File: src/erd_pkg.sv
// package: constants and types for the receive descriptor dma
package erd_pkg;
  // ----------------------------------------
  // register offsets (byte addresses)
  // ----------------------------------------
  localparam logic [31:0] ERD_OFS_OPM = 32'h0000_0000;
  localparam logic [31:0] ERD_OFS_STS = 32'h0000_0004;
  localparam logic [31:0] ERD_OFS_POLL = 32'h0000_0008;
  localparam logic [31:0] ERD_OFS_BASE = 32'h0000_000C;
  localparam logic [31:0] ERD_OFS_CUR = 32'h0000_0010;
  localparam logic [31:0] ERD_OFS_MISS = 32'h0000_0014;
  localparam logic [31:0] ERD_OFS_MAC = 32'h0000_0018;
  localparam logic [31:0] ERD_OFS_THR = 32'h0000_001C;
  // ----------------------------------------
  // register field positions
  // ----------------------------------------
  localparam int ERD_OPM_RUN = 1;
  localparam int ERD_OPM_KEEP = 24;
  localparam int ERD_STS_RI = 6;
  localparam int ERD_STS_RBU = 7;
  localparam int ERD_MAC_STRIP_A = 7;
  localparam int ERD_MAC_STRIP_B = 25;
  localparam logic [11:0] ERD_THR_RST = 12'h010;
  // ----------------------------------------
  // descriptor layout: four words, word 0 fields
  // ----------------------------------------
  localparam logic [31:0] ERD_W0_OFS = 32'h0000_0000;
  localparam logic [31:0] ERD_W1_OFS = 32'h0000_0004;
  localparam logic [31:0] ERD_W2_OFS = 32'h0000_0008;
  localparam logic [31:0] ERD_W3_OFS = 32'h0000_000C;
  localparam int ERD_D_OWN = 31;
  localparam int ERD_D_DAF = 30;
  localparam int ERD_D_ERRSUM = 15;
  localparam int ERD_D_TRUNC = 14;
  localparam int ERD_D_FIRST = 9;
  localparam int ERD_D_LAST = 8;
  localparam logic [13:0] ERD_CRC_BYTES = 14'h0004;
  localparam logic [14:0] ERD_WORD_BYTES = 15'h0004;
  // ----------------------------------------
  // receive engine states, gray along the usual path
  // ----------------------------------------
  typedef enum logic [3:0] {
    ERD_IDLE = 4'h0, ERD_RD0 = 4'h1, ERD_RD1 = 4'h3, ERD_RD2 = 4'h2,
    ERD_RD3 = 4'h6, ERD_WAIT = 4'h7, ERD_XFER = 4'h5, ERD_NEXT = 4'h4,
    ERD_CLOSE = 4'hC, ERD_SUSP = 4'hD, ERD_REREAD = 4'hF, ERD_DROP = 4'hE
  } erd_state_t;
endpackage : erd_pkg

File: src/erd_mem_if.sv
// interface: word command path between engine and memory master
`timescale 1ns/100ps
`default_nettype none
interface erd_mem_if;
  logic req;
  logic we;
  logic [31:0] addr;
  logic [31:0] wdata;
  logic [31:0] rdata;
  logic done;
  modport ctl (output req, output we, output addr, output wdata, input rdata, input done);
  modport port (input req, input we, input addr, input wdata, output rdata, output done);
endinterface : erd_mem_if
`default_nettype wire

File: src/erd_mem_master.sv
// module: single word memory master behind the descriptor engine
`timescale 1ns/100ps
`default_nettype none
module erd_mem_master
  import erd_pkg::*;
(
  input wire logic clk_i,
  input wire logic rst_i,
  erd_mem_if.port cmd,
  output logic mem_req_o,
  output logic mem_we_o,
  output logic [31:0] mem_addr_o,
  output logic [31:0] mem_wdata_o,
  input wire logic [31:0] mem_rdata_i,
  input wire logic mem_ack_i
);
  typedef struct packed {
    logic req;
    logic we;
    logic [31:0] addr;
    logic [31:0] wdata;
    logic [31:0] rdata;
    logic done;
  } erd_mm_t;
  erd_mm_t q, d;

  // ----------------------------------------
  // request held until memory acknowledges
  // ----------------------------------------
  always_comb begin
    d = q;
    d.done = 1'b0;
    if (q.req && mem_ack_i) begin
      d.req = 1'b0;
      d.done = 1'b1;
      d.rdata = mem_rdata_i;
    end else if (!q.req && cmd.req) begin
      d.req = 1'b1;
      d.we = cmd.we;
      d.addr = cmd.addr;
      d.wdata = cmd.wdata;
    end
  end

  // state register
  always_ff @(posedge clk_i) begin
    if (rst_i) begin
      q <= '0;
    end else begin
      q <= d;
    end
  end

  assign mem_req_o = q.req;
  assign mem_we_o = q.we;
  assign mem_addr_o = q.addr;
  assign mem_wdata_o = q.wdata;
  assign cmd.rdata = q.rdata;
  assign cmd.done = q.done;
endmodule : erd_mem_master
`default_nettype wire

File: src/erd_rx_dma.sv
// module: ethernet receive descriptor dma engine with wishbone registers
//
// Overview of operation
// setting the run control starts a descriptor fetch at once
// a full buffer before frame end makes the engine fetch another descriptor
// frame end with the descriptor still open leads to the next fetch
// a new frame during suspend retries descriptor acquisition
// a software poll demand triggers a descriptor acquisition attempt
// transfer starts only when the fifo threshold level is reached; the code also starts once a whole frame is in the fifo
// the descriptor getting a frame's first segment has the first flag
// descriptors go back to the cpu with ownership cleared
// a frame in a single buffer gets both first and last flags
// fetch next, mark last, write status, close, then raise receive status
// cpu owned descriptor sets buffer unavailable then suspends
// the descriptor pointer is kept across suspend and reused
// in suspend each new frame rereads the current descriptor
// still cpu owned: drop head frame and count it missed
// reread and drop repeat for every frame waiting in the fifo
// with flush disabled, no drop; buffer unavailable and back to suspend
// a descriptor is four consecutive 32 bit words
// word 0 bit 31 is ownership, one means dma owned
// word 0 bit 30 reports destination filter failure
// word 0 bits 29:16 hold the frame byte count
// without the last flag the length holds bytes moved so far
// mac control bits 7 and 25 decide whether crc counts in length
// error summary bit 15 is the or of the error flags
//
// The placing of the registers and register access over Wishbone are this design's own decisions.
`timescale 1ns/100ps
`default_nettype none
module erd_rx_dma
  import erd_pkg::*;
#(
  parameter int LVL_W = 12,
  parameter int MISS_W = 16
) (
  input wire logic clk_i,
  input wire logic rst_i,
  // wishbone classic slave
  input wire logic wb_cyc_i,
  input wire logic wb_stb_i,
  input wire logic wb_we_i,
  input wire logic [31:0] wb_adr_i,
  input wire logic [3:0] wb_sel_i,
  input wire logic [31:0] wb_dat_i,
  output logic [31:0] wb_dat_o,
  output logic wb_ack_o,
  // system memory master
  output logic mem_req_o,
  output logic mem_we_o,
  output logic [31:0] mem_addr_o,
  output logic [31:0] mem_wdata_o,
  input wire logic [31:0] mem_rdata_i,
  input wire logic mem_ack_i,
  // receive fifo
  input wire logic [LVL_W-1:0] fifo_level_i,
  input wire logic [7:0] fifo_frames_i,
  input wire logic fifo_new_frame_i,
  input wire logic fifo_valid_i,
  input wire logic [31:0] fifo_data_i,
  input wire logic fifo_last_i,
  input wire logic [2:0] fifo_bytes_i,
  input wire logic [5:0] rx_stat_i,
  input wire logic rx_da_fail_i,
  output logic fifo_pop_o,
  output logic fifo_flush_o
);
  typedef struct packed {
    erd_state_t st;
    logic run;
    logic keep;
    logic strip_a;
    logic strip_b;
    logic [LVL_W-1:0] thr;
    logic [31:0] base;
    logic [31:0] cur;
    logic [31:0] nxt;
    logic [31:0] baddr;
    logic [12:0] bsz;
    logic [13:0] seg;
    logic [13:0] frm;
    logic in_frame;
    logic first;
    logic last;
    logic trunc;
    logic eof;
    logic [2:0] nb;
    logic nxt_own;
    logic more;
    logic poll_only;
    logic [5:0] stat;
    logic daf;
    logic ri;
    logic rbu;
    logic pend;
    logic poll;
    logic [MISS_W-1:0] missed;
    logic iss;
    logic req;
    logic we;
    logic [31:0] addr;
    logic [31:0] wdata;
    logic ack;
    logic [31:0] rdat;
    logic pop;
    logic flush;
  } erd_top_t;
  erd_top_t q, d;

  erd_mem_if mif ();

  erd_mem_master u_mem (
    .clk_i(clk_i),
    .rst_i(rst_i),
    .cmd(mif.port),
    .mem_req_o(mem_req_o),
    .mem_we_o(mem_we_o),
    .mem_addr_o(mem_addr_o),
    .mem_wdata_o(mem_wdata_o),
    .mem_rdata_i(mem_rdata_i),
    .mem_ack_i(mem_ack_i)
  );

  // ----------------------------------------
  // helpers
  // ----------------------------------------
  // byte lane merge for wishbone writes
  function automatic logic [31:0] merge(input logic [31:0] o, input logic [31:0] n,
                                        input logic [3:0] s);
    logic [31:0] r;
    r = o;
    for (int i = 0; i < 4; i++) begin
      if (s[i]) begin
        r[i*8 +: 8] = n[i*8 +: 8];
      end
    end
    return r;
  endfunction : merge

  logic wb_hit;
  logic full;
  logic [13:0] len;
  logic [31:0] w0;
  logic [31:0] sts_rd;
  logic [31:0] thr_new;

  // a frame ending now reports its length less crc when stripping applies
  always_comb begin
    wb_hit = wb_cyc_i && wb_stb_i && !q.ack;
    full = ({1'b0, q.seg} + ERD_WORD_BYTES) > {2'b00, q.bsz};
    len = q.frm;
    if (q.last && (q.strip_a || q.strip_b) && (q.frm >= ERD_CRC_BYTES)) begin
      len = q.frm - ERD_CRC_BYTES;
    end
    w0 = '0;
    w0[ERD_D_OWN] = 1'b0;
    w0[ERD_D_DAF] = q.daf;
    w0[29:16] = len;
    w0[ERD_D_TRUNC] = q.trunc;
    w0[ERD_D_FIRST] = q.first;
    w0[ERD_D_LAST] = q.last;
    w0[1] = q.stat[0];
    w0[3] = q.stat[1];
    w0[4] = q.stat[2];
    w0[6] = q.stat[3];
    w0[7] = q.stat[4];
    w0[11] = q.stat[5];
    w0[ERD_D_ERRSUM] = w0[1] | w0[3] | w0[4] | w0[6] | w0[7] | w0[11] | w0[14];
    sts_rd = '0;
    sts_rd[ERD_STS_RI] = q.ri;
    sts_rd[ERD_STS_RBU] = q.rbu;
    sts_rd[20:17] = q.st;
    thr_new = merge({{(32-LVL_W){1'b0}}, q.thr}, wb_dat_i, wb_sel_i);
  end

  // ----------------------------------------
  // next state
  // ----------------------------------------
  always_comb begin
    d = q;
    d.ack = 1'b0;
    d.pop = 1'b0;
    d.flush = 1'b0;
    d.req = 1'b0;
    // register access: one wait cycle, unmapped reads give zero
    if (wb_hit) begin
      d.ack = 1'b1;
      d.rdat = '0;
      case (wb_adr_i)
        ERD_OFS_OPM: begin
          d.rdat[ERD_OPM_RUN] = q.run;
          d.rdat[ERD_OPM_KEEP] = q.keep;
        end
        ERD_OFS_STS: d.rdat = sts_rd;
        ERD_OFS_BASE: d.rdat = q.base;
        ERD_OFS_CUR: d.rdat = q.cur;
        ERD_OFS_MISS: d.rdat[MISS_W-1:0] = q.missed;
        ERD_OFS_MAC: begin
          d.rdat[ERD_MAC_STRIP_A] = q.strip_a;
          d.rdat[ERD_MAC_STRIP_B] = q.strip_b;
        end
        ERD_OFS_THR: d.rdat[LVL_W-1:0] = q.thr;
        default: d.rdat = '0;
      endcase
      if (wb_we_i) begin
        case (wb_adr_i)
          ERD_OFS_OPM: begin
            d.run = wb_sel_i[0] ? wb_dat_i[ERD_OPM_RUN] : q.run;
            d.keep = wb_sel_i[3] ? wb_dat_i[ERD_OPM_KEEP] : q.keep;
          end
          // write one to clear; a same-cycle hardware set below still wins
          ERD_OFS_STS: begin
            if (wb_sel_i[0] && wb_dat_i[ERD_STS_RI]) begin
              d.ri = 1'b0;
            end
            if (wb_sel_i[0] && wb_dat_i[ERD_STS_RBU]) begin
              d.rbu = 1'b0;
            end
          end
          ERD_OFS_POLL: d.poll = 1'b1;
          // the list pointer only restarts from base on a base write
          ERD_OFS_BASE: begin
            d.base = merge(q.base, wb_dat_i, wb_sel_i);
            d.cur = d.base;
          end
          ERD_OFS_MAC: begin
            d.strip_a = wb_sel_i[0] ? wb_dat_i[ERD_MAC_STRIP_A] : q.strip_a;
            d.strip_b = wb_sel_i[3] ? wb_dat_i[ERD_MAC_STRIP_B] : q.strip_b;
          end
          ERD_OFS_THR: d.thr = thr_new[LVL_W-1:0];
          default: d.run = q.run;
        endcase
      end
    end
    // frame arrivals are remembered until the suspend logic consumes them or the idle state clears them
    if (fifo_new_frame_i) begin
      d.pend = 1'b1;
    end
    // engine
    case (q.st)
      ERD_IDLE: begin
        d.pend = 1'b0;
        d.poll = 1'b0;
        if (q.run) begin
          d.st = ERD_RD0;
        end
      end
      ERD_RD0, ERD_RD1, ERD_RD2, ERD_RD3, ERD_REREAD: begin
        if (!q.iss) begin
          d.req = 1'b1;
          d.we = 1'b0;
          d.iss = 1'b1;
          case (q.st)
            ERD_RD1: d.addr = q.cur + ERD_W1_OFS;
            ERD_RD2: d.addr = q.cur + ERD_W2_OFS;
            ERD_RD3: d.addr = q.cur + ERD_W3_OFS;
            default: d.addr = q.cur + ERD_W0_OFS;
          endcase
        end else if (mif.done) begin
          d.iss = 1'b0;
          case (q.st)
            ERD_RD0: begin
              if (mif.rdata[ERD_D_OWN]) begin
                d.st = ERD_RD1;
              end else begin
                d.rbu = 1'b1;
                d.st = ERD_SUSP;
              end
            end
            ERD_RD1: begin
              d.bsz = mif.rdata[12:0];
              d.st = ERD_RD2;
            end
            ERD_RD2: begin
              d.baddr = mif.rdata;
              d.st = ERD_RD3;
            end
            ERD_RD3: begin
              d.nxt = mif.rdata;
              d.seg = '0;
              d.st = q.in_frame ? ERD_XFER : ERD_WAIT;
            end
            default: begin
              if (mif.rdata[ERD_D_OWN]) begin
                d.st = ERD_RD1;
              end else if (q.poll_only || (fifo_frames_i == 8'h00)) begin
                // nothing waiting in the fifo, so nothing to drop or count
                d.rbu = 1'b1;
                d.st = ERD_SUSP;
              end else if (q.keep) begin
                d.rbu = 1'b1;
                d.st = ERD_SUSP;
              end else begin
                d.flush = 1'b1;
                d.rbu = 1'b1;
                d.missed = q.missed + 1'b1;
                d.more = fifo_frames_i > 8'h01;
                d.st = ERD_DROP;
              end
            end
          endcase
        end
      end
      ERD_WAIT: begin
        if (!q.run) begin
          d.st = ERD_IDLE;
        end else if ((fifo_level_i >= q.thr) || (fifo_frames_i != 8'h00)) begin
          d.in_frame = 1'b1;
          d.first = 1'b1;
          d.frm = '0;
          d.st = ERD_XFER;
        end
      end
      ERD_XFER: begin
        if (!q.iss && full) begin
          d.last = 1'b0;
          d.st = ERD_NEXT;
        end else if (!q.iss && fifo_valid_i) begin
          d.req = 1'b1;
          d.we = 1'b1;
          d.addr = q.baddr + {18'h00000, q.seg};
          d.wdata = fifo_data_i;
          d.pop = 1'b1;
          d.iss = 1'b1;
          d.eof = fifo_last_i;
          d.nb = fifo_bytes_i;
          if (fifo_last_i) begin
            d.stat = rx_stat_i;
            d.daf = rx_da_fail_i;
          end
        end else if (q.iss && mif.done) begin
          d.iss = 1'b0;
          d.seg = q.seg + {11'h000, q.nb};
          d.frm = q.frm + {11'h000, q.nb};
          if (q.eof) begin
            d.last = 1'b1;
            d.in_frame = 1'b0;
            d.st = ERD_NEXT;
          end
        end
      end
      // look at the next descriptor before closing the current one
      ERD_NEXT: begin
        if (!q.iss) begin
          d.req = 1'b1;
          d.we = 1'b0;
          d.addr = q.nxt + ERD_W0_OFS;
          d.iss = 1'b1;
        end else if (mif.done) begin
          d.iss = 1'b0;
          d.nxt_own = mif.rdata[ERD_D_OWN];
          if (!mif.rdata[ERD_D_OWN] && !q.last) begin
            d.trunc = 1'b1;
            d.last = 1'b1;
            d.in_frame = 1'b0;
            d.flush = !q.keep;
          end
          d.st = ERD_CLOSE;
        end
      end
      ERD_CLOSE: begin
        if (!q.iss) begin
          d.req = 1'b1;
          d.we = 1'b1;
          d.addr = q.cur + ERD_W0_OFS;
          d.wdata = w0;
          d.iss = 1'b1;
        end else if (mif.done) begin
          d.iss = 1'b0;
          // set wins over a same-cycle clear, without undoing a clear otherwise
          if (q.last) begin
            d.ri = 1'b1;
          end
          d.first = 1'b0;
          d.last = 1'b0;
          d.trunc = 1'b0;
          d.stat = '0;
          d.daf = 1'b0;
          d.cur = q.nxt;
          if (q.nxt_own) begin
            d.st = ERD_RD1;
          end else begin
            d.rbu = 1'b1;
            d.st = ERD_SUSP;
          end
        end
      end
      // pointer is left alone here so the same descriptor is reread
      ERD_SUSP: begin
        if (!q.run) begin
          d.st = ERD_IDLE;
        end else if (q.pend || q.poll) begin
          d.poll_only = !q.pend && (fifo_frames_i == 8'h00);
          d.pend = fifo_new_frame_i;
          d.poll = 1'b0;
          d.st = ERD_REREAD;
        end
      end
      ERD_DROP: begin
        d.st = q.more ? ERD_REREAD : ERD_SUSP;
        d.poll_only = 1'b0;
      end
      default: d.st = ERD_IDLE;
    endcase
  end

  // ----------------------------------------
  // state register
  // ----------------------------------------
  always_ff @(posedge clk_i) begin
    if (rst_i) begin
      q <= '0;
      q.thr <= ERD_THR_RST[LVL_W-1:0];
    end else begin
      q <= d;
    end
  end

  assign mif.req = q.req;
  assign mif.we = q.we;
  assign mif.addr = q.addr;
  assign mif.wdata = q.wdata;
  assign wb_dat_o = q.rdat;
  assign wb_ack_o = q.ack;
  assign fifo_pop_o = q.pop;
  assign fifo_flush_o = q.flush;

  // ----------------------------------------
  // checks
  // ----------------------------------------
  chk_run_fetch: assert property (@(posedge clk_i) disable iff (rst_i)
    (q.st == ERD_IDLE && q.run) |=> (q.st == ERD_RD0 && !q.iss) ##1 q.req)
    else $error("run did not start a descriptor fetch");
  chk_full_next: assert property (@(posedge clk_i) disable iff (rst_i)
    (q.st == ERD_XFER && !q.iss && full) |=> q.st == ERD_NEXT)
    else $error("full buffer did not lead to next descriptor");
  chk_thr_start: assert property (@(posedge clk_i) disable iff (rst_i)
    (q.st == ERD_WAIT ##1 q.st == ERD_XFER) |->
      $past(fifo_level_i >= q.thr || fifo_frames_i != 8'h00))
    else $error("transfer began below threshold");
  chk_close_own: assert property (@(posedge clk_i) disable iff (rst_i)
    (q.st == ERD_CLOSE && q.req) |-> (q.we && !q.wdata[ERD_D_OWN] && q.addr == q.cur))
    else $error("close write keeps ownership");
  chk_ri_last: assert property (@(posedge clk_i) disable iff (rst_i)
    (q.st == ERD_CLOSE && q.iss && mif.done && q.last) |=> q.ri)
    else $error("receive status not raised after close");
  chk_rbu_susp: assert property (@(posedge clk_i) disable iff (rst_i)
    (q.st != ERD_SUSP ##1 q.st == ERD_SUSP) |-> q.rbu || $past(wb_hit && wb_we_i))
    else $error("suspend entered without buffer unavailable");
  chk_keep_ptr: assert property (@(posedge clk_i) disable iff (rst_i)
    (q.st == ERD_SUSP && !(wb_hit && wb_we_i)) |=> q.cur == $past(q.cur))
    else $error("pointer moved during suspend");
  chk_miss_cnt: assert property (@(posedge clk_i) disable iff (rst_i)
    (q.st == ERD_DROP) |-> (q.flush && q.missed == $past(q.missed) + 1'b1))
    else $error("drop without flush and count");
  chk_noflush_hold: assert property (@(posedge clk_i) disable iff (rst_i)
    (q.st == ERD_REREAD && q.iss && mif.done && !mif.rdata[ERD_D_OWN] && q.keep)
      |=> (q.st == ERD_SUSP && !q.flush && q.rbu))
    else $error("flush disabled but frame dropped");
  chk_err_sum: assert property (@(posedge clk_i) disable iff (rst_i)
    (q.st == ERD_CLOSE && q.req) |-> q.wdata[ERD_D_ERRSUM] == ((|q.stat) | q.trunc))
    else $error("error summary mismatch");
endmodule : erd_rx_dma
`default_nettype wire

File: config.mk
export PLATFORM = sky130hd
export DESIGN_NAME = erd_rx_dma
export DESIGN_NICKNAME = d
export VERILOG_FILES = /design/src/erd_pkg.sv /design/src/erd_mem_if.sv /design/src/erd_mem_master.sv /design/src/erd_rx_dma.sv
export SDC_FILE = /design/constraint.sdc
export NUM_CORES = 1
export LEC_CHECK = 0
export ABC_CLOCK_PERIOD_IN_PS = 6300
export BUFFER_PORTS_ARGS = -buffer_cell sky130_fd_sc_hd__buf_2
export CAP_MARGIN = 20
export CORE_UTILIZATION = 32
export DETAILED_ROUTE_END_ITERATION = 10
export GPL_TIMING_DRIVEN = 0
export PLACE_DENSITY = 0.47
export SLEW_MARGIN = 20
export SYNTH_ARGS = -nofsm -noshare
export SYNTH_HDL_FRONTEND = slang
export SYNTH_SLANG_ARGS = --single-unit
File: constraint.sdc
create_clock -name clk_i -period 6.3 [get_ports clk_i]
set_input_delay 0.63 -clock clk_i [delete_from_list [all_inputs] [get_ports clk_i]]
set_output_delay 0.63 -clock clk_i [all_outputs]
set_load 0.005 [all_outputs]
Word-level counts from Yosys, hierarchy flattened:

Index checks and enable logic that the tools add are counted.

* memories kept: 0
* memory bits (writable): 0
* logic and storage cells: 313
* bits in latches: 0
* input bits: 171
* register bits after elaboration: 428
* bits in read-only memories: 0
* output and inout port bits: 101

* add/sub/neg operators: 9
* muxes and demuxes: 128
* eq/ne operators: 46
* reduce and logical (&&, ||, !) cells: 68
* bitwise operators: 13
* $lt $le $gt $ge: 4
* divide/modulo/power cells: 0
* multiply operators: 0
* shift-type cells: 0

Operators with widths (count)
* $mux W32: 6
* $pmux W35 S4: 1
* $mux W66: 2
* $eq A32 B5 Y1 const B: 4
* $pmux W32 S3: 1
* $mux W29: 3
* $mux W4: 19
* $mux W34: 2
* $mux W67: 1
* $add A32 B4 Y32 const B: 2
* $eq A32 B4 Y1 const B: 2
* $pmux W32 S2: 1
* $mux W14: 4
* $pmux W14 S2: 2
* $mux W1: 40
* $reduce_and A4 Y1: 10
* $ne A2 B2 Y1 const B: 19
* $mux W33: 1
* $add A32 B14 Y32: 1
* $add A32 B3 Y32 const B: 1
* $eq A32 B3 Y1 const B: 1
* $logic_not A32 Y1: 1
* $mux W16: 2
* $mux W8: 4
* other kinds (54): 138

Logic depth before layout (Yosys ltp):

Gate-level depths: netlist of the first run.

* word-level depth: 10
* gate-level depth with buffers: 15
* gate-level depth less buffers: 13

Cells and area by module:

Synthesis of the first run repeated with hierarchy kept, for this count alone.

* cells, all modules: 2671
* area total of the unflattened synthesis: 21979.8 um^2

By module, submodules not included
* erd_rx_dma: cells each 2223, times used 1, area an instance 17571.9 um^2
* erd_mem_master: cells each 448, times used 1, area an instance 4408.0 um^2

Worst setup path before layout of the first run:

Ideal clock, no wire load.

* path kind: reg2reg
* start point: register q[161] in the netlist's numbering
* end point: register q (netlist bit mif.addr[11])
* data arrival time: 3.249 ns
* setup slack: 2.924 ns
* stages on the path, launching flop included: 15
* required time: 6.173 ns
* library setup time: 0.127 ns
* path buffers: 2
* cells stage by stage: dfxtp_1 -> clkbuf_1 -> nand4_1 -> nor2_1 -> nand3_1 -> xnor2_1 -> ha_1 -> nand4_1 -> or4_1 -> o311ai_1 -> nand4b_1 -> and3_1 -> clkbuf_1 -> and2_0 -> or3_1

* longest elaborated chain between the ends: 5
* elaborated cells on any way between the ends: 9

RTL lines
* start, declared: line erd_rx_dma.sv:108 `erd_top_t q, d;`
* $add A14 B3 Y15: line erd_rx_dma.sv:150 `full = ({1'b0, q.seg} + ERD_WORD_BYTES) > {2'b00, q.bsz};`
* $gt A15 B13 Y1: line erd_rx_dma.sv:150
* $logic_and A1 B1 Y1: line erd_rx_dma.sv:315 `if (!q.iss && full) begin`
* $ne A2 B2 Y1 (no line)
* $reduce_and A6 Y1 (no line)

Several ways; a longest one is shown, not always the timed one. The select of a mux whose other input is x is not followed.
A chain may end at the register's enable or synchronous reset.

Final worst setup path of the first run:

* start point: register q[161] in the netlist's numbering
* end point: register q (netlist bit mif.addr[12])

The elaborated chain is that of the path after synthesis.

==> out/metrics.cfg, run 1 <==
[outcome]
outcome=complete, no violations

[pwr]
leakagePower_nw=9.10
pwr-share-seq_pct=41.5
p_per_area_mw_per_mm2=278
pwr-share-comb_pct=17.0
switchingPower_mw=2.12
ir_drop_uv=170
fin_total_pwr_mw=6.97
p_clk_share_pct=41.5
p_sw_share_pct=30.4
p_int_mw=4.85

[global_route]
grtUsageMet1_pct=36.2
global_route.usage.met2_pct=44.9
grt_busiest_layer=met2
antenna_found_initial=0
grt_pass1_wl_um=135000
grt_usage_pct=27.1
use_met3_pct=3.50
grt_max_degree=14
first_global_vias=20500
overflow=0

[placement]
place_congestion=0.967
dp.cells=3756
io_buffers=270
place_hpwl_um=73300
dp_worst_setup_slack_ns=1.65
dpl_cell_area_sq_mm=0.0235

[min_path]
min_path_type=input pin to flop
holdPathEnd=u_mem.cmd.rdata[12]$_SDFFE_PP0P_
hold_start=mem_rdata_i[12]
whs_path_depth=2

[floorplanning]
rows=93
io_pins=272
start_util_pct=32.5
die_area_sq_mm=0.0667
design.core.area_sq_mm=0.0647
die_w_um=258
die_h_um=258

[finish]
fin_util_pct=38.8
area_growth_pct=19.3
drive_gt1_share_pct=13.9
post-route-cell-area_sq_mm=0.0251
nNetsFinal=3178
finalNonFillerCells=3844
fillerInstances=6853

[cts]
cts-buffers-inserted=48
clk_pin_slew_ns=0.06
insertion_delay_ns=0.62
clock-sinks=428
cts_tree=built
hold_buffers=0
clockBufferDepth=3
cts.repair.resized=0
cts_setup_buffers=0
cts_root_buf=clkbuf_16
htreeDepth=2

[logic_synthesis]
synth_top_area_share_pct=40.8
yosys-top-cells-area=dfxtp_1, nand2_1, a21oi_1
ys.flop_type=dfxtp_1
syn_nets=2856
synth_edf_count=0
synth_most_common_cell=nand2_1
synth_cell_types=86
syn_avg_cell_area_sq_um=8.00
ys_ff_latch=428
async_flop_share_pct=0
yosysSeqAreaShare_pct=40.8
syn_area_sq_mm=0.0210
yosys.area.top_type=dfxtp_1
yosys_warnings=0
synthCells=2629
post_synth_most_frequent_cells=nand2_1, dfxtp_1, nor2_1

[worst_setup_path]
timing.rr.start=q[161]$_SDFFE_PP0P_
cp-start-kind=flop
ff2ff_setup_slack_ns=1.54
end_kind=flop
r2r-end=mif.addr[12]$_SDFFE_PP0P_
slowest_delay_ns=0.58
r2r_cells=14
path_class=flop to flop
crit_family=simple AND/OR/NAND/NOR gates
crit_fanout=10
slowest_stage=or4_1
path_cells=clkbuf_1 -> nand4_1 -> nor2_1 -> nand3_1 -> xnor2_1 -> ha_1 -> nand4_1 -> or4_1 -> o311ai_1 -> nand4b_1 -> nand2_1 -> clkbuf_1 -> nor2_1 -> a211oi_1
crit_buf_inv=2
arrival_ns=5.24
worstPathRequired_ns=6.79

[route]
wl_per_cell_um=24.1
routed_wl_um=92700
drtPass1Iterations=8
drt_iter0_drc=1870
drcViolationCount=0
avgViaCountPerCell=5.55
ant_nets=0
via_count=21400

[sta]
finClkSkew_ns=0.0291
setup_tns_ns=0
worst_slew_pin_slew_ns=1.19
finalSetupViolCount=0
slew_headroom_pct=19.6
fin_ws_ns=1.54
whs_ns=0.230
finalCritPeriodShare_pct=75.5
grt_setup_unrepaired=false
min_period_ns=4.76
hold_viol_final=0
fmax_mhz=210
drv_slew=0

[job]
drv_cap=0

## cell families after synthesis
kind of cell | count (synthesis) | synth area share [%]
compound gates | 669 | 21.9
xor+xnor | 92 | 3.83
fa+ha+maj | 56 | 3.48
buf+inv | 278 | 5.61
flops | 428 | 40.8
mux | 34 | 1.63
simple gates | 1072 | 22.8
## sequential cells by signal, indices dropped and copies added, names as in the netlist
signal / flops
fifo_flush_o: 1
fifo_pop_o: 1
mif.addr: 32
mif.req: 1
mif.wdata: 32
mif.we: 1
q: 228
u_mem.cmd.done: 1
u_mem.cmd.rdata: 32
u_mem.mem_addr_o: 32
u_mem.mem_req_o: 1
u_mem.mem_wdata_o: 32
u_mem.mem_we_o: 1
wb_ack_o: 1
wb_dat_o: 32
## layer usage
| layer | share of wire, % | up-vias |
|---|---|---|
| met4 | 3.2 | 0 |
| met2 | 47 | 751 |
| li1 | - | 10000 |
| met3 | 5.8 | 142 |
| met1 | 44 | 10400 |
| met5 | 0 | - |
## power groups by stage
stage	combinational [mW]	clock [mW]	sequential [mW]
floorplan	0.687	0	2.91
global placement	1.15	0	2.96
detailed placement	1.15	0	2.96
CTS	1.15	2.94	2.90
global route	1.26	3.05	2.90
finish	1.19	2.89	2.90
## final cells by class
type | instances | area (sq um) | area share, %
antenna | 1 | 2.50 | 0.00998
buffer | 224 | 976 | 3.89
clock buffer | 71 | 1420 | 5.66
clock inverter | 16 | 188 | 0.748
inverter | 54 | 203 | 0.808
multi-input combinational | 1923 | 11300 | 45.0
sequential | 428 | 8570 | 34.2
tap | 855 | 1070 | 4.26
timing repair buffer | 272 | 1360 | 5.43
## layout by cell type, fill, tap and decap left out, types with 34 or more instances in the layout
master       n
clkbuf_16   49
clkbuf_1   185
a21oi_1    239
nand2_1    455
a221oi_1    48
nor2_1     266
a22o_1      39
nand3_1     58
dfxtp_1    428
o21ai_0     64
xor2_1      40
buf_4       34
ha_1        52
nor3_1     109
xnor2_1     52
buf_2      279
inv_1       53
nor2b_1     39
o32ai_1     35
## worst register-to-register path, stage by stage (launching register included)
cell	delay [ns]
dfxtp_1	0.34
clkbuf_1	0.35
nand4_1	0.23
nor2_1	0.20
nand3_1	0.11
xnor2_1	0.14
ha_1	0.30
nand4_1	0.15
or4_1	0.58
o311ai_1	0.33
nand4b_1	0.48
nand2_1	0.58
clkbuf_1	0.51
nor2_1	0.09
a211oi_1	0.25
## how the worst max path moves through the flow
| stage | from | endpoint | cells past startpoint |
|---|---|---|---|
| after floorplan | q[161]$_SDFFE_PP0P_ | mif.addr[11]$_SDFFE_PP0P_ | 14 |
| after global placement | q[161]$_SDFFE_PP0P_ | mif.addr[3]$_SDFFE_PP0P_ | 14 |
| after detailed placement | q[161]$_SDFFE_PP0P_ | mif.addr[29]$_SDFFE_PP0P_ | 14 |
| after CTS | q[158]$_SDFFE_PP0P_ | mif.addr[29]$_SDFFE_PP0P_ | 14 |
| after global routing | q[158]$_SDFFE_PP0P_ | mif.addr[12]$_SDFFE_PP0P_ | 14 |
| final | q[161]$_SDFFE_PP0P_ | mif.addr[12]$_SDFFE_PP0P_ | 14 |
Note: power is estimated with default switching activity, not from simulation.
==> run 2, diff against run 1 <==
ABC_AREA = 1   (was unset)
ABC_CLOCK_PERIOD_IN_PS = 3900   (was 6300)
PLACE_DENSITY = 0.49   (was 0.47)
clock period = 3.9 ns   (was 6.3 ns; I/O delays follow)
==> run 2 against run 1 <==
Against the previous run:
- synthesized cell count grew 22%
- largest cell class unchanged
- cell count increased by 17%
- routed wire length up 4.7%
- power rose by 86%
- worst hold slack got worse by 0.20 ns
- combinational power is 150% higher
- global-route usage about the same
- cell area rose by 5.4%
==> out/metrics.cfg, run 2 <==
[sta]
drv_slew=0
finalSetupViolCount=0
hold_viol_final=0
setup_tns_ns=0
grt_setup_unrepaired=false
fmax_mhz=281
worst_slew_pin_slew_ns=1.23
finClkSkew_ns=0.0262
slew_headroom_pct=17.7
min_period_ns=3.56
fin_ws_ns=0.337
finalCritPeriodShare_pct=91.4

[cts]
insertion_delay_ns=0.63
clk_pin_slew_ns=0.06
cts_tree=built
cts_root_buf=clkbuf_16
clock-sinks=428
cts-buffers-inserted=51
clockBufferDepth=3
htreeDepth=2

[worst_setup_path]
end_kind=flop
path_class=flop to flop
cp-start-kind=flop
crit_fanout=10
worstPathRequired_ns=4.39
arrival_ns=4.05
crit_family=simple AND/OR/NAND/NOR gates
slowest_delay_ns=0.45
crit_buf_inv=5
path_cells=inv_1 -> nor2_4 -> inv_1 -> nor2_1 -> nand4_1 -> xor2_1 -> ha_1 -> nand2_1 -> nor3_1 -> nand4_1 -> nand2_1 -> nand3_2 -> nand2_2 -> buf_6 -> inv_6 -> buf_6 -> nor3_2 -> a21oi_1
slowest_stage=dfxtp_1

[floorplanning]
start_util_pct=32.6
die_w_um=264
rows=95
die_h_um=264
die_area_sq_mm=0.0697
design.core.area_sq_mm=0.0675
io_pins=272

[outcome]
outcome=complete, no violations

[global_route]
overflow=0
grt_max_degree=14
first_global_vias=22200
grt_usage_pct=27.1
antenna_found_initial=7
grt_pass1_wl_um=142000

[finish]
fillerInstances=7510
seq_area_sq_mm=0.00857
fin_util_pct=39.2
nNetsFinal=3798
multiInputGateArea_sq_mm=0.0114
n_antenna_cell=0
area_growth_pct=20.4
final_common_cell=nand2_1
largest_reg_flops=228
drive_gt1_share_pct=13.5
layout_common_cells=nand2_1, dfxtp_1, nor2_1, o21ai_0, a21oi_1
max_flop_register=q

[route]
wl_met1_um=44500
routed_wl_um=97100
top_layer_used=met4
drtPass1Iterations=6
wl_met2_um=43800
ant_nets=0
drt_iter0_drc=2144
avgViaCountPerCell=5.27
dr_wl_met3_um=6040
via_count=23600
wl_per_cell_um=21.7
drcViolationCount=0

[logic_synthesis]
syn_nets=3445
post_synth_most_frequent_cells=nand2_1, dfxtp_1, nor2_1
synth_cell_types=56
yosysSeqAreaShare_pct=39.0
yosys_warnings=0
ys_ff_latch=428
synth_most_common_cell=nand2_1
yosys-top-cells-area=dfxtp_1, nand2_1, o21ai_0
synthCells=3218
yosys.area.top_type=dfxtp_1
synth_top_area_share_pct=39.0
syn_avg_cell_area_sq_um=6.83
ys.flop_type=dfxtp_1
async_flop_share_pct=0
syn_area_sq_mm=0.0220
synth_edf_count=0

[job]
drv_cap=0

[pwr]
p_per_area_mw_per_mm2=490
fin_total_pwr_mw=13.0
ir_drop_uv=309
leakagePower_nw=10.8

[placement]
io_buffers=268
place_congestion=0.984
dp_worst_setup_slack_ns=0.254
place_hpwl_um=76900

[min_path]
min_path_type=input pin to flop

-- run 2: changes by cell type after synthesis, sizes merged, moves of 39 or more --
| cell | before | now |
|---|---|---|
| nor2 | 266 | 377 |
| a221oi | 48 | 1 |
| o21ai | 67 | 325 |
| a22o | 39 | 0 |
| a21oi | 241 | 308 |
| inv | 53 | 299 |
| clkbuf | 174 | 107 |
| nor2b | 39 | 0 |
| nand2 | 455 | 694 |
| nor3 | 112 | 62 |
| a31oi | 17 | 60 |
| o22ai | 7 | 46 |
| nand3 | 58 | 209 |
| xnor2 | 52 | 12 |
-- run 2: cell families after synthesis --
| group | count (synthesis) | share of synthesized area [%] |
|---|---|---|
| xor gates and xnor gates | 38 | 1.51 |
| adders and majority gates | 56 | 3.32 |
| and+or+nand+nor | 1398 | 26.7 |
| AOI/OAI and AO/OA | 807 | 19.9 |
| buffers and inverters | 485 | 9.20 |
| muxes | 6 | 0.307 |
| DFF | 428 | 39.0 |
-- run 2: power breakdown --
group	leakage [nW]	total [mW]	internal (mW)	switching, mW
Combinational	6.48	2.92	0.896	2.02
Clock	0.835	4.95	2.84	2.11
Sequential	3.46	5.09	4.80	0.290
-- run 2: worst paths after layout --
| check | from | end | slack, ns | depth (start not counted) |
|---|---|---|---|---|
| worst min register to register | q[300]$_SDFFE_PP0P_ | q[300]$_SDFFE_PP0P_ | 0.46 | 2 |
| worst min-delay path | fifo_data_i[10] | mif.wdata[10]$_SDFFE_PP0P_ | 0.03 | 3 |
| worst max register to register | q[156]$_SDFFE_PP0P_ | mif.addr[21]$_SDFFE_PP0P_ | 0.34 | 18 |
| worst max-delay path | q[156]$_SDFFE_PP0P_ | mif.addr[21]$_SDFFE_PP0P_ | 0.34 | 18 |
-- run 2: through the flow --
| step | cells | instance area, sq um | hold WS, ns |
|---|---|---|---|
| floorplan | 3218 | 22000 | 0.429 |
| global placement | 4359 | 24400 | 0.445 |
| detailed placement | 4359 | 24400 | 0.454 |
| global route | 4484 | 26500 | 0.0217 |
| finish | 4484 | 26500 | 0.0259 |
| CTS | 4485 | 26400 | 0.00483 |
-- run 2: worst min-delay path, stage by stage --
cell,delay [ns]
buf_2,0.10
nand2_1,0.05
a21oi_1,0.05
-- run 2: per-layer routing --
layer	global-route usage, %	vias to the layer above
met5	0	-
met4	7.94	0
met3	3.08	131
met2	43.5	845
met1	38.1	11200
li1	-	11400
-- run 2: timing repair --
item | 4_1_cts | 5_1_grt
endpoints found under the setup margin | 0 | 21
resized for setup | 0 | 4
endpoints found under the hold margin | 33 | 0
buffers inserted | 0 | 0
hold buffers | 33 | 0
-- run 2: layout make-up --
cell class / instances / area share, %
Inverter: 302 / 4.31
Tap cell: 873 / 4.13
Multi-Input combinational cell: 2305 / 43.1
Clock buffer: 69 / 5.53
Clock inverter: 24 / 0.899
Buffer: 182 / 3.34
Timing Repair Buffer: 301 / 6.32
Sequential cell: 428 / 32.4
